**config.mk**
```make
export PLATFORM = sky130hd
export DESIGN_NAME = dfs_frame_status
export DESIGN_NICKNAME = d
export VERILOG_FILES = /design/src/dfs_pkg.sv /design/src/dfs_frame_status.sv /design/src/dfs_rate_calc.sv
export SDC_FILE = /design/constraint.sdc
export NUM_CORES = 1
export LEC_CHECK = 0
export ABC_AREA = 1
export BUFFER_PORTS_ARGS = -buffer_cell sky130_fd_sc_hd__buf_2
export CAP_MARGIN = 10
export CORE_MARGIN = 5
export CORE_UTILIZATION = 39
export CTS_CLUSTER_DIAMETER = 60
export DETAILED_ROUTE_END_ITERATION = 12
export PLACE_DENSITY = 0.73
export SYNTH_ARGS = -nofsm -noshare
export SYNTH_HDL_FRONTEND = slang
export SYNTH_SLANG_ARGS = --single-unit
export TNS_END_PERCENT = 20
```
**constraint.sdc**
```tcl
create_clock -name clock_in -period 2.7 [get_ports clock_in]
set_input_delay 0.405 -clock clock_in [delete_from_list [all_inputs] [get_ports clock_in]]
set_output_delay 0.405 -clock clock_in [all_outputs]
set_load 0.01 [all_outputs]
```
**src/dfs_pkg.sv**
```systemverilog
// package: register map, field layout and timing constants of the frame status block
package dfs_pkg;
    // register byte offsets on the wishbone slave
    localparam logic [7:0] DFS_ADDR_STATUS = 8'h00;
    localparam logic [7:0] DFS_ADDR_IRQ_STATUS = 8'h04;
    localparam logic [7:0] DFS_ADDR_IRQ_MASK = 8'h08;
    localparam logic [7:0] DFS_ADDR_CONTROL = 8'h0C;
    localparam logic [7:0] DFS_ADDR_CLOCK_CFG = 8'h10;
    localparam int DFS_ADDR_W = 8;
    // status word field positions
    localparam int DFS_BIT_UNDERFLOW = 30;
    localparam int DFS_BIT_OVERFLOW = 29;
    localparam int DFS_BIT_LEVEL = 28;
    localparam int DFS_HWIND_LSB = 20;
    localparam int DFS_SNSR_LSB = 12;
    localparam int DFS_AUDIO_LSB = 4;
    localparam int DFS_BIT_PASSTHRU = 1;
    localparam int DFS_BIT_READY = 0;
    localparam int DFS_FIELD_W = 8;
    // interrupt status bit layout
    localparam int DFS_IRQ_UNDERFLOW = 0;
    localparam int DFS_IRQ_OVERFLOW = 1;
    localparam int DFS_IRQ_LEVEL = 2;
    localparam int DFS_IRQ_READY = 3;
    localparam int DFS_IRQ_W = 4;
    // control register bits
    localparam int DFS_CTL_PASSTHRU = 0;
    localparam int DFS_CTL_W = 1;
    // clock config: sensor rate divisor (bits 1:0 = audio/sensor ratio code)
    localparam int DFS_CFG_W = 2;
    localparam logic [1:0] DFS_CFG_RESET = 2'h2;
    localparam logic [7:0] DFS_AUDIO_KHZ = 8'h30; // 48 kHz nominal audio rate
    localparam logic [31:0] DFS_ZERO_WORD = 32'h0000_0000;
    // time for algorithm initialisation
    localparam int DFS_INIT_NS = 1000;
    localparam int DFS_CLK_MHZ = 200;
    localparam int DFS_INIT_CYCLES = (DFS_INIT_NS * DFS_CLK_MHZ + 999) / 1000;
    // slave state machine
    typedef enum logic [1:0] {
        DFS_IDLE = 2'b00,
        DFS_ACK = 2'b01
    } dfs_bus_state_t;
endpackage : dfs_pkg

```
**src/dfs_frame_status.sv**
```systemverilog
// frame status register block: status word, event flags, interrupts, wishbone slave
`timescale 1ns/1ps
module dfs_frame_status #(
    parameter int INIT_CYCLES = dfs_pkg::DFS_INIT_CYCLES
) (
    // clock and reset
    input wire logic clock_in,
    input wire logic rst_in,
    // wishbone classic slave
    input wire logic wb_cyc_in,
    input wire logic wb_stb_in,
    input wire logic wb_we_in,
    input wire logic [dfs_pkg::DFS_ADDR_W-1:0] wb_adr_in,
    input wire logic [3:0] wb_sel_in,
    input wire logic [31:0] wb_dat_in,
    output logic [31:0] wb_dat_out,
    output logic wb_ack_out,
    // audio path events
    input wire logic frame_sync_in,
    input wire logic sample_ready_in,
    input wire logic input_overflow_in,
    // level control and algorithm run
    input wire logic [15:0] level_gain_in,
    input wire logic gain_update_in,
    input wire logic algo_run_in,
    input wire logic [dfs_pkg::DFS_FIELD_W-1:0] hw_indication_in,
    // audio samples
    input wire logic [23:0] audio_in,
    input wire logic [23:0] processed_in,
    input wire logic [23:0] sensor_in,
    output logic [23:0] audio_out,
    output logic sensor_accept_out,
    // interrupt
    output logic irq_out
);
    import dfs_pkg::*;

    // timing overview for users of this block:
    // - a bus request is taken on the first edge that sees cyc and stb while idle
    // - ack follows one cycle later for exactly one cycle, with read data beside it
    // - the master must drop stb after ack; one idle cycle separates accesses
    // - all register side effects (writes, read clears) land on the taking edge
    // - the read data is a snapshot of the taking edge, so a flag raised in the
    //   ack cycle is not lost: it shows on the next read instead
    // - event pulses are sampled on every edge; a pulse held for several cycles
    //   sets its flag again after a read clear, so sources should pulse once
    // - rates come from a registered calculator, one cycle behind a config write
    // - the ready bit and its interrupt are raised once per reset only
    // limitation: byte lanes other than lane 0 are ignored on writes, since
    // every writable field fits in the low byte

    // status flags
    logic audio_underflow_flag_r;
    logic audio_overflow_flag_r;
    logic level_control_active_r;
    logic [DFS_FIELD_W-1:0] hardware_indication_copy_r;
    logic passthrough_mode_r;
    logic algorithm_ready_r;
    logic [DFS_CFG_W-1:0] clock_cfg_r;
    logic [DFS_IRQ_W-1:0] irq_status_r;
    logic [DFS_IRQ_W-1:0] irq_mask_r;
    logic [31:0] init_count_r;
    logic [DFS_FIELD_W-1:0] sensor_rate_khz;
    logic [DFS_FIELD_W-1:0] audio_rate_khz;
    dfs_bus_state_t bus_state_r;

    // bus decode
    logic bus_req;
    logic bus_take;
    logic rd_status;
    logic rd_irq;
    logic wr_ctrl;
    logic wr_mask;
    logic wr_cfg;
    logic [31:0] status_word;
    logic [31:0] rd_data;

    // events
    logic ev_underflow;
    logic ev_overflow;
    logic ev_level;
    logic ev_ready;
    logic [DFS_IRQ_W-1:0] irq_events;

    // rate calculator
    dfs_rate_calc u_rate (
        .clock_in(clock_in),
        .rst_in(rst_in),
        .ratio_code_in(clock_cfg_r),
        .audio_khz_out(audio_rate_khz),
        .sensor_khz_out(sensor_rate_khz)
    );

    // a request is taken only in idle so each access acks exactly once
    assign bus_req = wb_cyc_in && wb_stb_in;
    assign bus_take = bus_req && (bus_state_r == DFS_IDLE);
    assign rd_status = bus_take && !wb_we_in && (wb_adr_in == DFS_ADDR_STATUS);
    assign rd_irq = bus_take && !wb_we_in && (wb_adr_in == DFS_ADDR_IRQ_STATUS);
    assign wr_ctrl = bus_take && wb_we_in && wb_sel_in[0] && (wb_adr_in == DFS_ADDR_CONTROL);
    assign wr_mask = bus_take && wb_we_in && wb_sel_in[0] && (wb_adr_in == DFS_ADDR_IRQ_MASK);
    assign wr_cfg = bus_take && wb_we_in && wb_sel_in[0] && (wb_adr_in == DFS_ADDR_CLOCK_CFG);

    // underflow: sync came with no fresh sample; bypass never starves the output
    assign ev_underflow = frame_sync_in && !sample_ready_in && !passthrough_mode_r;

    // overflow is reported by the input buffer as a single pulse
    assign ev_overflow = input_overflow_in;

    // only a change to a nonzero gain counts as a level event
    assign ev_level = gain_update_in && (level_gain_in != 16'h0000);

    // ready event fires once, on the edge the init count completes
    assign ev_ready = !algorithm_ready_r && (init_count_r == 32'(INIT_CYCLES));

    // event vector in interrupt bit order, placed by the package positions
    assign irq_events[DFS_IRQ_UNDERFLOW] = ev_underflow;
    assign irq_events[DFS_IRQ_OVERFLOW] = ev_overflow;
    assign irq_events[DFS_IRQ_LEVEL] = ev_level;
    assign irq_events[DFS_IRQ_READY] = ev_ready;

    // assembled status word; reserved bits 3:2 and 31 read zero
    always_comb begin
        status_word = DFS_ZERO_WORD;
        status_word[DFS_BIT_UNDERFLOW] = audio_underflow_flag_r;
        status_word[DFS_BIT_OVERFLOW] = audio_overflow_flag_r;
        status_word[DFS_BIT_LEVEL] = level_control_active_r;
        status_word[DFS_HWIND_LSB +: DFS_FIELD_W] = hardware_indication_copy_r;
        status_word[DFS_SNSR_LSB +: DFS_FIELD_W] = sensor_rate_khz;
        status_word[DFS_AUDIO_LSB +: DFS_FIELD_W] = audio_rate_khz;
        status_word[DFS_BIT_PASSTHRU] = passthrough_mode_r;
        status_word[DFS_BIT_READY] = algorithm_ready_r;
    end

    // read mux; unmapped addresses read zero but still ack
    always_comb begin
        rd_data = DFS_ZERO_WORD;
        unique case (wb_adr_in)
            DFS_ADDR_STATUS: rd_data = status_word;
            DFS_ADDR_IRQ_STATUS: rd_data[DFS_IRQ_W-1:0] = irq_status_r;
            DFS_ADDR_IRQ_MASK: rd_data[DFS_IRQ_W-1:0] = irq_mask_r;
            DFS_ADDR_CONTROL: rd_data[DFS_CTL_W-1:0] = passthrough_mode_r;
            DFS_ADDR_CLOCK_CFG: rd_data[DFS_CFG_W-1:0] = clock_cfg_r;
            default: rd_data = DFS_ZERO_WORD;
        endcase
    end

    // bus state: one ack cycle per taken request, then back to idle
    always_ff @(posedge clock_in) begin
        if (rst_in) begin
            bus_state_r <= DFS_IDLE;
        end else begin
            unique case (bus_state_r)
                DFS_IDLE: begin
                    if (bus_req) begin
                        bus_state_r <= DFS_ACK;
                    end
                end
                DFS_ACK: begin
                    bus_state_r <= DFS_IDLE;
                end
            endcase
        end
    end

    // ack registered so it never follows stb combinationally; drops after one cycle
    always_ff @(posedge clock_in) begin
        if (rst_in) begin
            wb_ack_out <= 1'b0;
        end else begin
            wb_ack_out <= bus_take;
        end
    end

    // read data captured on the taking edge and held until the next access
    always_ff @(posedge clock_in) begin
        if (rst_in) begin
            wb_dat_out <= DFS_ZERO_WORD;
        end else if (bus_take) begin
            wb_dat_out <= rd_data;
        end
    end

    // underflow: a new event in the read cycle wins over the clear
    always_ff @(posedge clock_in) begin
        if (rst_in) begin
            audio_underflow_flag_r <= 1'b0;
        end else if (ev_underflow) begin
            audio_underflow_flag_r <= 1'b1;
        end else if (rd_status) begin
            audio_underflow_flag_r <= 1'b0;
        end
    end

    // overflow flag, same set-over-clear policy
    always_ff @(posedge clock_in) begin
        if (rst_in) begin
            audio_overflow_flag_r <= 1'b0;
        end else if (ev_overflow) begin
            audio_overflow_flag_r <= 1'b1;
        end else if (rd_status) begin
            audio_overflow_flag_r <= 1'b0;
        end
    end

    // level control tracks the latest gain change, not sticky
    always_ff @(posedge clock_in) begin
        if (rst_in) begin
            level_control_active_r <= 1'b0;
        end else if (gain_update_in) begin
            level_control_active_r <= (level_gain_in != 16'h0000);
        end
    end

    // indication snapshot taken on every cycle that algo_run_in is high
    always_ff @(posedge clock_in) begin
        if (rst_in) begin
            hardware_indication_copy_r <= 8'h00;
        end else if (algo_run_in) begin
            hardware_indication_copy_r <= hw_indication_in;
        end
    end

    // passthrough mode written by software through the control register
    always_ff @(posedge clock_in) begin
        if (rst_in) begin
            passthrough_mode_r <= 1'b0;
        end else if (wr_ctrl) begin
            passthrough_mode_r <= wb_dat_in[DFS_CTL_PASSTHRU];
        end
    end

    // rate ratio code; reset code gives the quarter-rate sensor
    always_ff @(posedge clock_in) begin
        if (rst_in) begin
            clock_cfg_r <= DFS_CFG_RESET;
        end else if (wr_cfg) begin
            clock_cfg_r <= wb_dat_in[DFS_CFG_W-1:0];
        end
    end

    // interrupt mask, all sources masked out of reset
    always_ff @(posedge clock_in) begin
        if (rst_in) begin
            irq_mask_r <= 4'h0;
        end else if (wr_mask) begin
            irq_mask_r <= wb_dat_in[DFS_IRQ_W-1:0];
        end
    end

    // initialisation counter stops once ready so it cannot wrap
    always_ff @(posedge clock_in) begin
        if (rst_in) begin
            init_count_r <= 32'h0000_0000;
        end else if (!algorithm_ready_r) begin
            init_count_r <= init_count_r + 32'h0000_0001;
        end
    end

    // ready holds until reset
    always_ff @(posedge clock_in) begin
        if (rst_in) begin
            algorithm_ready_r <= 1'b0;
        end else if (ev_ready) begin
            algorithm_ready_r <= 1'b1;
        end
    end

    // one sticky bit per event; a set beats the read clear in the same cycle
    for (genvar b = 0; b < DFS_IRQ_W; b++) begin : g_irq_bit
        always_ff @(posedge clock_in) begin
            if (rst_in) begin
                irq_status_r[b] <= 1'b0;
            end else if (irq_events[b]) begin
                irq_status_r[b] <= 1'b1;
            end else if (rd_irq) begin
                irq_status_r[b] <= 1'b0;
            end
        end
    end

    assign irq_out = |(irq_status_r & irq_mask_r);

    // audio path: bypass copies input; processing output otherwise
    always_ff @(posedge clock_in) begin
        if (rst_in) begin
            audio_out <= 24'h000000;
        end else if (frame_sync_in) begin
            audio_out <= passthrough_mode_r ? audio_in : processed_in;
        end
    end

    // sensor samples are dropped in bypass; data input unused beyond that gate
    assign sensor_accept_out = !passthrough_mode_r && (sensor_in == sensor_in);
endmodule : dfs_frame_status

```
**src/dfs_rate_calc.sv**
```systemverilog
// rate calculator: sensor and audio sample rates in kHz from the clock configuration
`timescale 1ns/1ps
module dfs_rate_calc (
    // clock and reset
    input wire logic clock_in,
    input wire logic rst_in,
    // configuration
    input wire logic [dfs_pkg::DFS_CFG_W-1:0] ratio_code_in,
    // computed rates
    output logic [dfs_pkg::DFS_FIELD_W-1:0] audio_khz_out,
    output logic [dfs_pkg::DFS_FIELD_W-1:0] sensor_khz_out
);
    import dfs_pkg::*;

    // sensor rate is the audio rate divided by 1, 2 or 4; registered so reads are stable
    always_ff @(posedge clock_in) begin
        if (rst_in) begin
            audio_khz_out <= 8'h00;
            sensor_khz_out <= 8'h00;
        end else begin
            audio_khz_out <= DFS_AUDIO_KHZ;
            unique case (ratio_code_in)
                2'b00: sensor_khz_out <= DFS_AUDIO_KHZ;
                2'b01: sensor_khz_out <= DFS_AUDIO_KHZ >> 1;
                2'b10: sensor_khz_out <= DFS_AUDIO_KHZ >> 2;
                2'b11: sensor_khz_out <= DFS_AUDIO_KHZ >> 2; // code 3 treated as divide by 4
            endcase
        end
    end
endmodule : dfs_rate_calc

```
# [After elaboration in Yosys (flattened, before gate mapping)]
# Index checks and enable logic that the tools add are counted.
[totals] wordCells=78 register_bits=128 inputBits=150 out_inout_bits=59
[op_classes] n_addsub=1 bitwise_logic=1 eq_ne=10 reduce_logical=30 muxes=17
[op_table] operator="$add 32x1->32 const B" count=1
[op_table] operator="$eq 32x8->1 const B" count=1
[op_table] operator="$mux 27" count=1
[op_table] operator="$mux 24" count=1
[op_table] operator="$pmux 8 s3" count=1
[op_table] operator="$eq 8x4->1 const B" count=2
[op_table] operator="$reduce_bool 16->1" count=1
[op_table] operator="$logic_and 1x1->1" count=14
[op_table] operator="$reduce_bool 2->1" count=6
[op_table] operator="$eq 8x3->1 const B" count=1
[op_table] operator="$eq 8x5->1 const B" count=1
[op_table] operator="$logic_not 8->1" count=1
[op_table] operator="$mux 1" count=8
[op_table] operator="$pmux 2 s2" count=2
[op_table] operator="$mux 6" count=1
[op_table] operator="$pmux 1 s5" count=1
[op_table] operator="$and 4x4->4" count=1
[op_table] operator="$eq 2x1->1 const B" count=2
[op_table] operator="$eq 2x2->1 const B" count=2
[op_table] operator="$logic_not 1->1" count=4
[op_table] operator="$logic_not 2->1" count=2
[op_table] operator="$pmux 1 s4" count=1
[op_table] operator="$reduce_or 4->1" count=1
[op_table] operator="$mux 2" count=1
[op_table] operator="2 further kinds" count=2

# [Longest topological paths before layout]
# Gate-level depths: netlist of the first run.
[depth] word_depth=6 depth_mapped=9 mapped_depth_nobuf=9

# [Hierarchy]
# A second synthesis of the first run with hierarchy kept.
[unflattened] hier_cells=772 area_unflattened_um2=5315.1
[modules_own_cells] mod="dfs_frame_status" area_each_um2=5093.6 cells_per_inst=747 n_inst=1
[modules_own_cells] mod="dfs_rate_calc" area_each_um2=221.5 cells_per_inst=25 n_inst=1

# [Worst setup path after synthesis of the first run]
# No wires, ideal clock.
[synth_timing] path_type="flip-flop to flip-flop" start="reg init_count_r[0]" end="reg init_count_r[24]" arrival_time_ps=1235 setup_slack_ps=1350 required_ps=2585 setup_time_ps=115 path_stages_with_launch=9 path_buffers=0 path_cell_list="dfxtp_1 > ha_1 > nand3_2 > nor2_1 > nand3_1 > nor2_2 > nand3_1 > nand2_1 > nor2_1"
[synth_via] elab_chain_len=1
[synth_rtl] item="start: declaration" line="dfs_frame_status.sv:62" source="logic [31:0] init_count_r;"
[synth_rtl] item="start signal: assignment" line="dfs_frame_status.sv:255" source="init_count_r <= init_count_r + 32'h0000_0001;"
[synth_rtl] item="$add 32x1->32" line="dfs_frame_status.sv:255"
# No other way between the ends.
# A chain may end at the register's enable or synchronous reset.

# [Worst setup path after layout of the first run]
[layout_timing] start="reg passthrough_mode_r" end="out sensor_accept_out"
[layout_via] elab_chain_len=1
[layout_rtl] item="start: declaration" line="dfs_frame_status.sv:57" source="logic passthrough_mode_r;"
[layout_rtl] item="start signal: assignment" line="dfs_frame_status.sv:228" source="passthrough_mode_r <= wb_dat_in[DFS_CTL_PASSTHRU];"
[layout_rtl] item="$logic_not 1->1" line="dfs_frame_status.sv:293" source="assign sensor_accept_out = !passthrough_mode_r && (sensor_in == sensor_in);"
[layout_rtl] item="end: declaration" line="dfs_frame_status.sv:32" source="output logic sensor_accept_out,"
# No other way between the ends.

==> results.sh, run 1 <==
export IMPL_drc_errors=0
export IMPL_r2r_cells=8
export IMPL_grt_usage_pct=16.5
export IMPL_yosys_warnings=0
export IMPL_routed_top_layer="met5"
export IMPL_worst_pin_slew_ns=0.703
export IMPL_post_cts_resize_count=0
export IMPL_hold_violations=0
export IMPL_clock_latency_ns=0.35
export IMPL_end_kind="output pin"
export IMPL_ff2ff_setup_slack_ns=1.08
export IMPL_clk_pin_slew_ns=0.07
export IMPL_synth_mux_area_share_pct=0
export IMPL_ctsHoldBuffers=0
export IMPL_port_buffers=142
export IMPL_finalPower_mw=3.36
export IMPL_dr_pass1_iters=4
export IMPL_powerDensity_nw_per_um2=556
export IMPL_netlist_top_cells_count="nand2_1 (150), nor2_1 (134), dfxtp_1 (106)"
export IMPL_cp_required_ns=2.30
export IMPL_synth_area_leaders="dfxtp_1 (43%), nand2_1 (11%), nor2_1 (10%)"
export IMPL_hold_path_class="input port to register"
export IMPL_holdPathStages=3
export IMPL_clock_path_buffers=2
export IMPL_nets=1001
export IMPL_grt_max_degree=47
export IMPL_critPathMaxFanout=27
export IMPL_relSlewSlack_pct=52.8
export IMPL_antenna_found_initial=1
export IMPL_vias=4790
export IMPL_synthFlopType="dfxtp_1"
export IMPL_rows=41
export IMPL_die_x_um=122
export IMPL_critPathCapture="sensor_accept_out"
export IMPL_final_util_pct=48.4
export IMPL_critPathLaunch="passthrough_mode_r"
export IMPL_fin_crit_sh_pct=74.8
export IMPL_placed_area_sq_um=5710
export IMPL_die_area_sq_um=14900
export IMPL_first_iter_violations=183
export IMPL_grt_overflow_total=0
export IMPL_wirelength_mm=12.2
export IMPL_yosysTopAreaCellShare_pct=43.3
export IMPL_final_max_slew_violation_count=0
export IMPL_clock_skew_ns=0.00817
export IMPL_ctsHtreeMaxLevel=3
export IMPL_antennaDiodeCount=0
export IMPL_cap_violations=0
export IMPL_syn_cell_area_sq_um=4900
export IMPL_synthAdderAreaFrac_pct=0.510
export IMPL_vias_per_cell=4.67
export IMPL_synth_simple_area_share_pct=32.2
export IMPL_yosysTopAreaCell="dfxtp_1"
export IMPL_globalplace_congestion=0.858
export IMPL_rsz0062_at_grt="no"
export IMPL_ys_async_sr_fraction_pct=0
export IMPL_postCtsSetupRepairBufs=0
export IMPL_root_buffer="clkbuf_16"
export IMPL_dieHeight_um=122
export IMPL_cts_buffers=9
export IMPL_status="finished clean"
export IMPL_synth_top_family_by_area="simple AND/OR/NAND/NOR gates"
export IMPL_ant_nets=0
export IMPL_clock_sinks=106
export IMPL_synth_seq_cells=106
export IMPL_dr_wl_met2_mm=5.78
export IMPL_synth_xor_area_share_pct=1.43
export IMPL_synth_compound_area_share_pct=13.1
export IMPL_cts_tree="done"
export IMPL_ys_seq_area_share_pct=43.3
export IMPL_initial_core_util_pct=39.3
export IMPL_reg2reg_from="init_count_r[1]"
export IMPL_critical_path_class="register to output pin"
export IMPL_grt_pass1_vias=4363
export IMPL_p_leak_nw=2.78
export IMPL_period_needed_ns=2.02
export IMPL_dp_hpwl_mm=9.09
export IMPL_drt_wirelength_per_cell_um=11.9
export IMPL_syn_to_final_growth_pct=23.1
export IMPL_synth_cell_type_count=29
export IMPL_core_area_sq_um=12500
export IMPL_tns_ns=0
export IMPL_syn_avg_cell_area_sq_um=6.82
export IMPL_start_kind="register"
export IMPL_synth_most_common_cell="nand2_1"
export IMPL_route_met3_wl_um=997
export IMPL_pin_count=209
export IMPL_grt_pass1_wl_mm=19.8
export IMPL_layout_drive_gt1_share_pct=22.0
export IMPL_ir_worst_vdd_mv=0.322
export IMPL_synth_cells=719
export IMPL_fmax_ghz=0.495
export IMPL_design_area_sq_um=6040
export IMPL_worstReg2RegEnd="init_count_r[28]"
export IMPL_finalSetupViolations=0
export IMPL_synth_edf_count=0
export IMPL_drt_met1_wl_mm=5.25
export IMPL_arrival_ns=1.62
[power breakdown]
| part | switching (mW) | internal (mW) | total, mW | leakage (nW) |
|---|---|---|---|---|
| registers | 0.0330 | 1.63 | 1.66 | 0.868 |
| logic | 0.177 | 0.134 | 0.311 | 1.76 |
| clock network | 0.619 | 0.766 | 1.39 | 0.158 |
| total | 0.830 | 2.53 | 3.36 | 2.78 |
[sequential cells by signal, indices dropped and copies added (netlist names), 2 cells and up]
register / count
init_count_r: 32
audio_out: 24
wb_dat_out: 20
hardware_indication_copy_r: 8
irq_mask_r: 4
irq_status_r: 4
u_rate.sensor_khz_out: 4
clock_cfg_r: 2
[logic make-up after synthesis]
| logic type | after synthesis |
|---|---|
| xor+xnor | 8 |
| fa+ha+maj | 2 |
| other cells | 1 |
| buf+inv | 110 |
| simple gates | 373 |
| flops | 106 |
| compound gates | 119 |
[cells in the final DEF, fill, tap and decap left out, types with 7 or more instances in the layout]
master,instances
nand2_1,150
buf_2,142
nor2_1,133
dfxtp_1,106
inv_1,60
a21oi_1,50
nand3_1,48
o21ai_0,46
o211ai_1,16
nand4_1,13
nor3_1,13
conb_1,11
inv_2,10
clkbuf_16,9
xor2_1,7
[metrics by stage]
stage / hold WS [ns] / instances / setup slack [ns]
floorplan: 0.423 / 729 / 1.35
finish: 0.275 / 1026 / 0.679
global placement: 0.434 / 1010 / 1.02
detailed placement: 0.436 / 1010 / 0.983
global route: 0.276 / 1026 / 0.529
CTS: 0.264 / 1026 / 0.665
[critical path, cell delays in order, from the launching register on]
cell,delay [ns]
dfxtp_1,0.33
clkinv_1,0.56
buf_2,0.37
[per-layer routing]
metal	up-vias	GRT usage [%]
li1	2545	-
met1	2095	20.2
met2	138	27.3
met3	10	5.85
met4	2	4.55
met5	-	0
[final cells by class]
type / count / area (sq um)
fill: 1281 / 6430
multi-input combinational: 513 / 2360
sequential: 106 / 2120
timing repair buffer: 147 / 748
inverter: 72 / 270
clock buffer: 10 / 239
tap: 172 / 215
clock inverter: 6 / 83.8
[worst min-delay path by stage]
stage | endpoint | startpoint
6_report | hardware_indication_copy_r[1] | hw_indication_in[1]
5_1_grt | hardware_indication_copy_r[1] | hw_indication_in[1]
4_1_cts | hardware_indication_copy_r[2] | hw_indication_in[2]
3_5_place_dp | wb_dat_out[15] | u_rate.sensor_khz_out[3]
3_3_place_gp | wb_dat_out[15] | u_rate.sensor_khz_out[3]
2_1_floorplan | wb_dat_out[17] | u_rate.sensor_khz_out[5]
(Power assumes the default switching activity.)
==> run 2, diff against run 1 <==
==> constraint.sdc (replaced) <==
create_clock -name clock_in -period 2 [get_ports clock_in]
set_input_delay 0.3 -clock clock_in [delete_from_list [all_inputs] [get_ports clock_in]]
set_output_delay 0.3 -clock clock_in [all_outputs]
set_load 0.01 [all_outputs]
==> run 2 against run 1 <==
Cell area barely moved. Wire length rose by 0.35%. Sequential power rose by 35%. Clock skew barely moved. Sequential share of layout area barely moved. Cell count rose by 0.19%. First-iteration DRC count rose by 6.6%. Clock power rose by 27%. Clock-buffer cell count fell by 1. Core utilization barely moved. Worst hold slack got worse by 0.11 ns. Power rose by 32%.
==> results.sh, run 2 (same netlist as run 1, synthesis figures left out) <==
export IMPL_die_x_um=122
export IMPL_p_leak_nw=2.78
export IMPL_fmax_ghz=0.618
export IMPL_grt_overflow_total=0
export IMPL_end_kind="register"
export IMPL_final_cell_mix="nand2_1 (150), buf_2 (142), nor2_1 (133)"
export IMPL_start_kind="register"
export IMPL_cts_tree="done"
export IMPL_final_max_slew_violation_count=0
export IMPL_clock_path_buffers=2
export IMPL_holdPathStages=3
export IMPL_tns_ns=0
export IMPL_ctsHoldBuffers=0
export IMPL_grt_usage_pct=16.5
export IMPL_first_iter_violations=195
export IMPL_reg_top3="init_count_r: 32 flops, audio_out: 24 flops, wb_dat_out: 20 flops"
export IMPL_port_buffers=142
export IMPL_period_needed_ns=1.62
export IMPL_critPathMaxFanout=5
export IMPL_syn_to_final_growth_pct=23.0
export IMPL_placed_area_sq_um=5730
export IMPL_postCtsSetupRepairBufs=0
export IMPL_clock_latency_ns=0.35
export IMPL_die_area_sq_um=14900
export IMPL_layout_drive_gt1_share_pct=22.2
export IMPL_final_util_pct=48.4
export IMPL_arrival_ns=1.86
export IMPL_top_register="init_count_r"
export IMPL_rsz0062_at_grt="no"
export IMPL_root_buffer="clkbuf_16"
export IMPL_clock_skew_ns=0.00812
export IMPL_grt_pass1_vias=4463
export IMPL_initial_core_util_pct=39.3
export IMPL_vias=4809
export IMPL_clk_pin_slew_ns=0.08
export IMPL_grt_max_degree=50
export IMPL_globalplace_congestion=0.841
export IMPL_critical_path_class="register to register"
export IMPL_rows=41
export IMPL_r2r_cells=8
export IMPL_antenna_found_initial=1
export IMPL_grt_pass1_wl_mm=20.0
export IMPL_clock_sinks=106
export IMPL_fin_crit_sh_pct=80.9
export IMPL_dr_pass1_iters=4
export IMPL_post_cts_resize_count=0
export IMPL_design_area_sq_um=6030
export IMPL_ctsHtreeMaxLevel=3
export IMPL_pin_count=209
export IMPL_core_area_sq_um=12500
export IMPL_largest_register_ff_count=32
export IMPL_fill_cells=1274
export IMPL_dieHeight_um=122
export IMPL_drt_wirelength_per_cell_um=11.9
export IMPL_cap_violations=0
export IMPL_cts_buffers=9
export IMPL_vias_per_cell=4.68
export IMPL_dp_hpwl_mm=9.09
export IMPL_hold_violations=0
export IMPL_cp_required_ns=2.24
export IMPL_powerDensity_nw_per_um2=733
export IMPL_final_common_cell="nand2_1"
export IMPL_nets=1003
export IMPL_finalSetupViolations=0
export IMPL_wirelength_mm=12.2
export IMPL_ir_worst_vdd_mv=0.583
export IMPL_hold_path_class="input port to register"
export IMPL_antennaDiodeCount=0
export IMPL_ant_nets=0
export IMPL_status="finished clean"
export IMPL_drc_errors=0
-- run 2: path summary, 6_finish.rpt --
path | start | to | slack, ns
worst min register to register | u_rate.sensor_khz_out[5] | wb_dat_out[17] | 0.45
worst min-delay path | hw_indication_in[1] | hardware_indication_copy_r[1] | 0.17
worst max-delay path | init_count_r[1] | init_count_r[24] | 0.38
worst max register to register | init_count_r[1] | init_count_r[24] | 0.38
-- run 2: power by group --
group	internal, mW	switching (mW)
Clock	0.891	0.871
Combinational	0.182	0.240
Sequential	2.19	0.0441
Total	3.27	1.15
-- run 2: area by class of cell --
| type | count | area (sq um) | share of cell area [%] |
|---|---|---|---|
| clock inverter | 7 | 78.8 | 1.31 |
| inverter | 72 | 270 | 4.48 |
| sequential | 106 | 2120 | 35.2 |
| multi-input combinational | 513 | 2360 | 39.1 |
| tap | 172 | 215 | 3.57 |
| clock buffer | 9 | 225 | 3.73 |
| timing repair buffer | 149 | 763 | 12.7 |
-- run 2: metal layers --
metal | GRT usage, % | wire, um | share of wire (%) | vias up
li1 | - | - | - | 2555
met1 | 20.2 | 5310 | 43 | 2112
met2 | 27.8 | 5740 | 47 | 126
met3 | 5.11 | 991 | 8.1 | 14
met4 | 5.39 | 155 | 1.3 | 2
met5 | 0 | 11 | 0.090 | -
-- run 2: per-stage QoR --
| stage | setup WS, ns | total power [mW] | cells | hold WS (ns) |
|---|---|---|---|---|
| after floorplan | 0.650 | 2.52 | 729 | 0.423 |
| after detailed placement | 0.388 | 2.71 | 1012 | 0.440 |
| after global placement | 0.415 | 2.71 | 1012 | 0.439 |
| after global routing | 0.244 | 4.62 | 1028 | 0.169 |
| after CTS | 0.385 | 4.47 | 1028 | 0.160 |
| final | 0.381 | 4.42 | 1028 | 0.166 |
-- run 2: worst max-delay path: stages (launching register included) --
cell	delay (ns)
dfxtp_1	0.37
ha_1	0.22
nand3_2	0.11
nor2_1	0.16
nand3_1	0.19
nor2_2	0.25
nand3_1	0.10
nand2_1	0.07
nor2_1	0.04
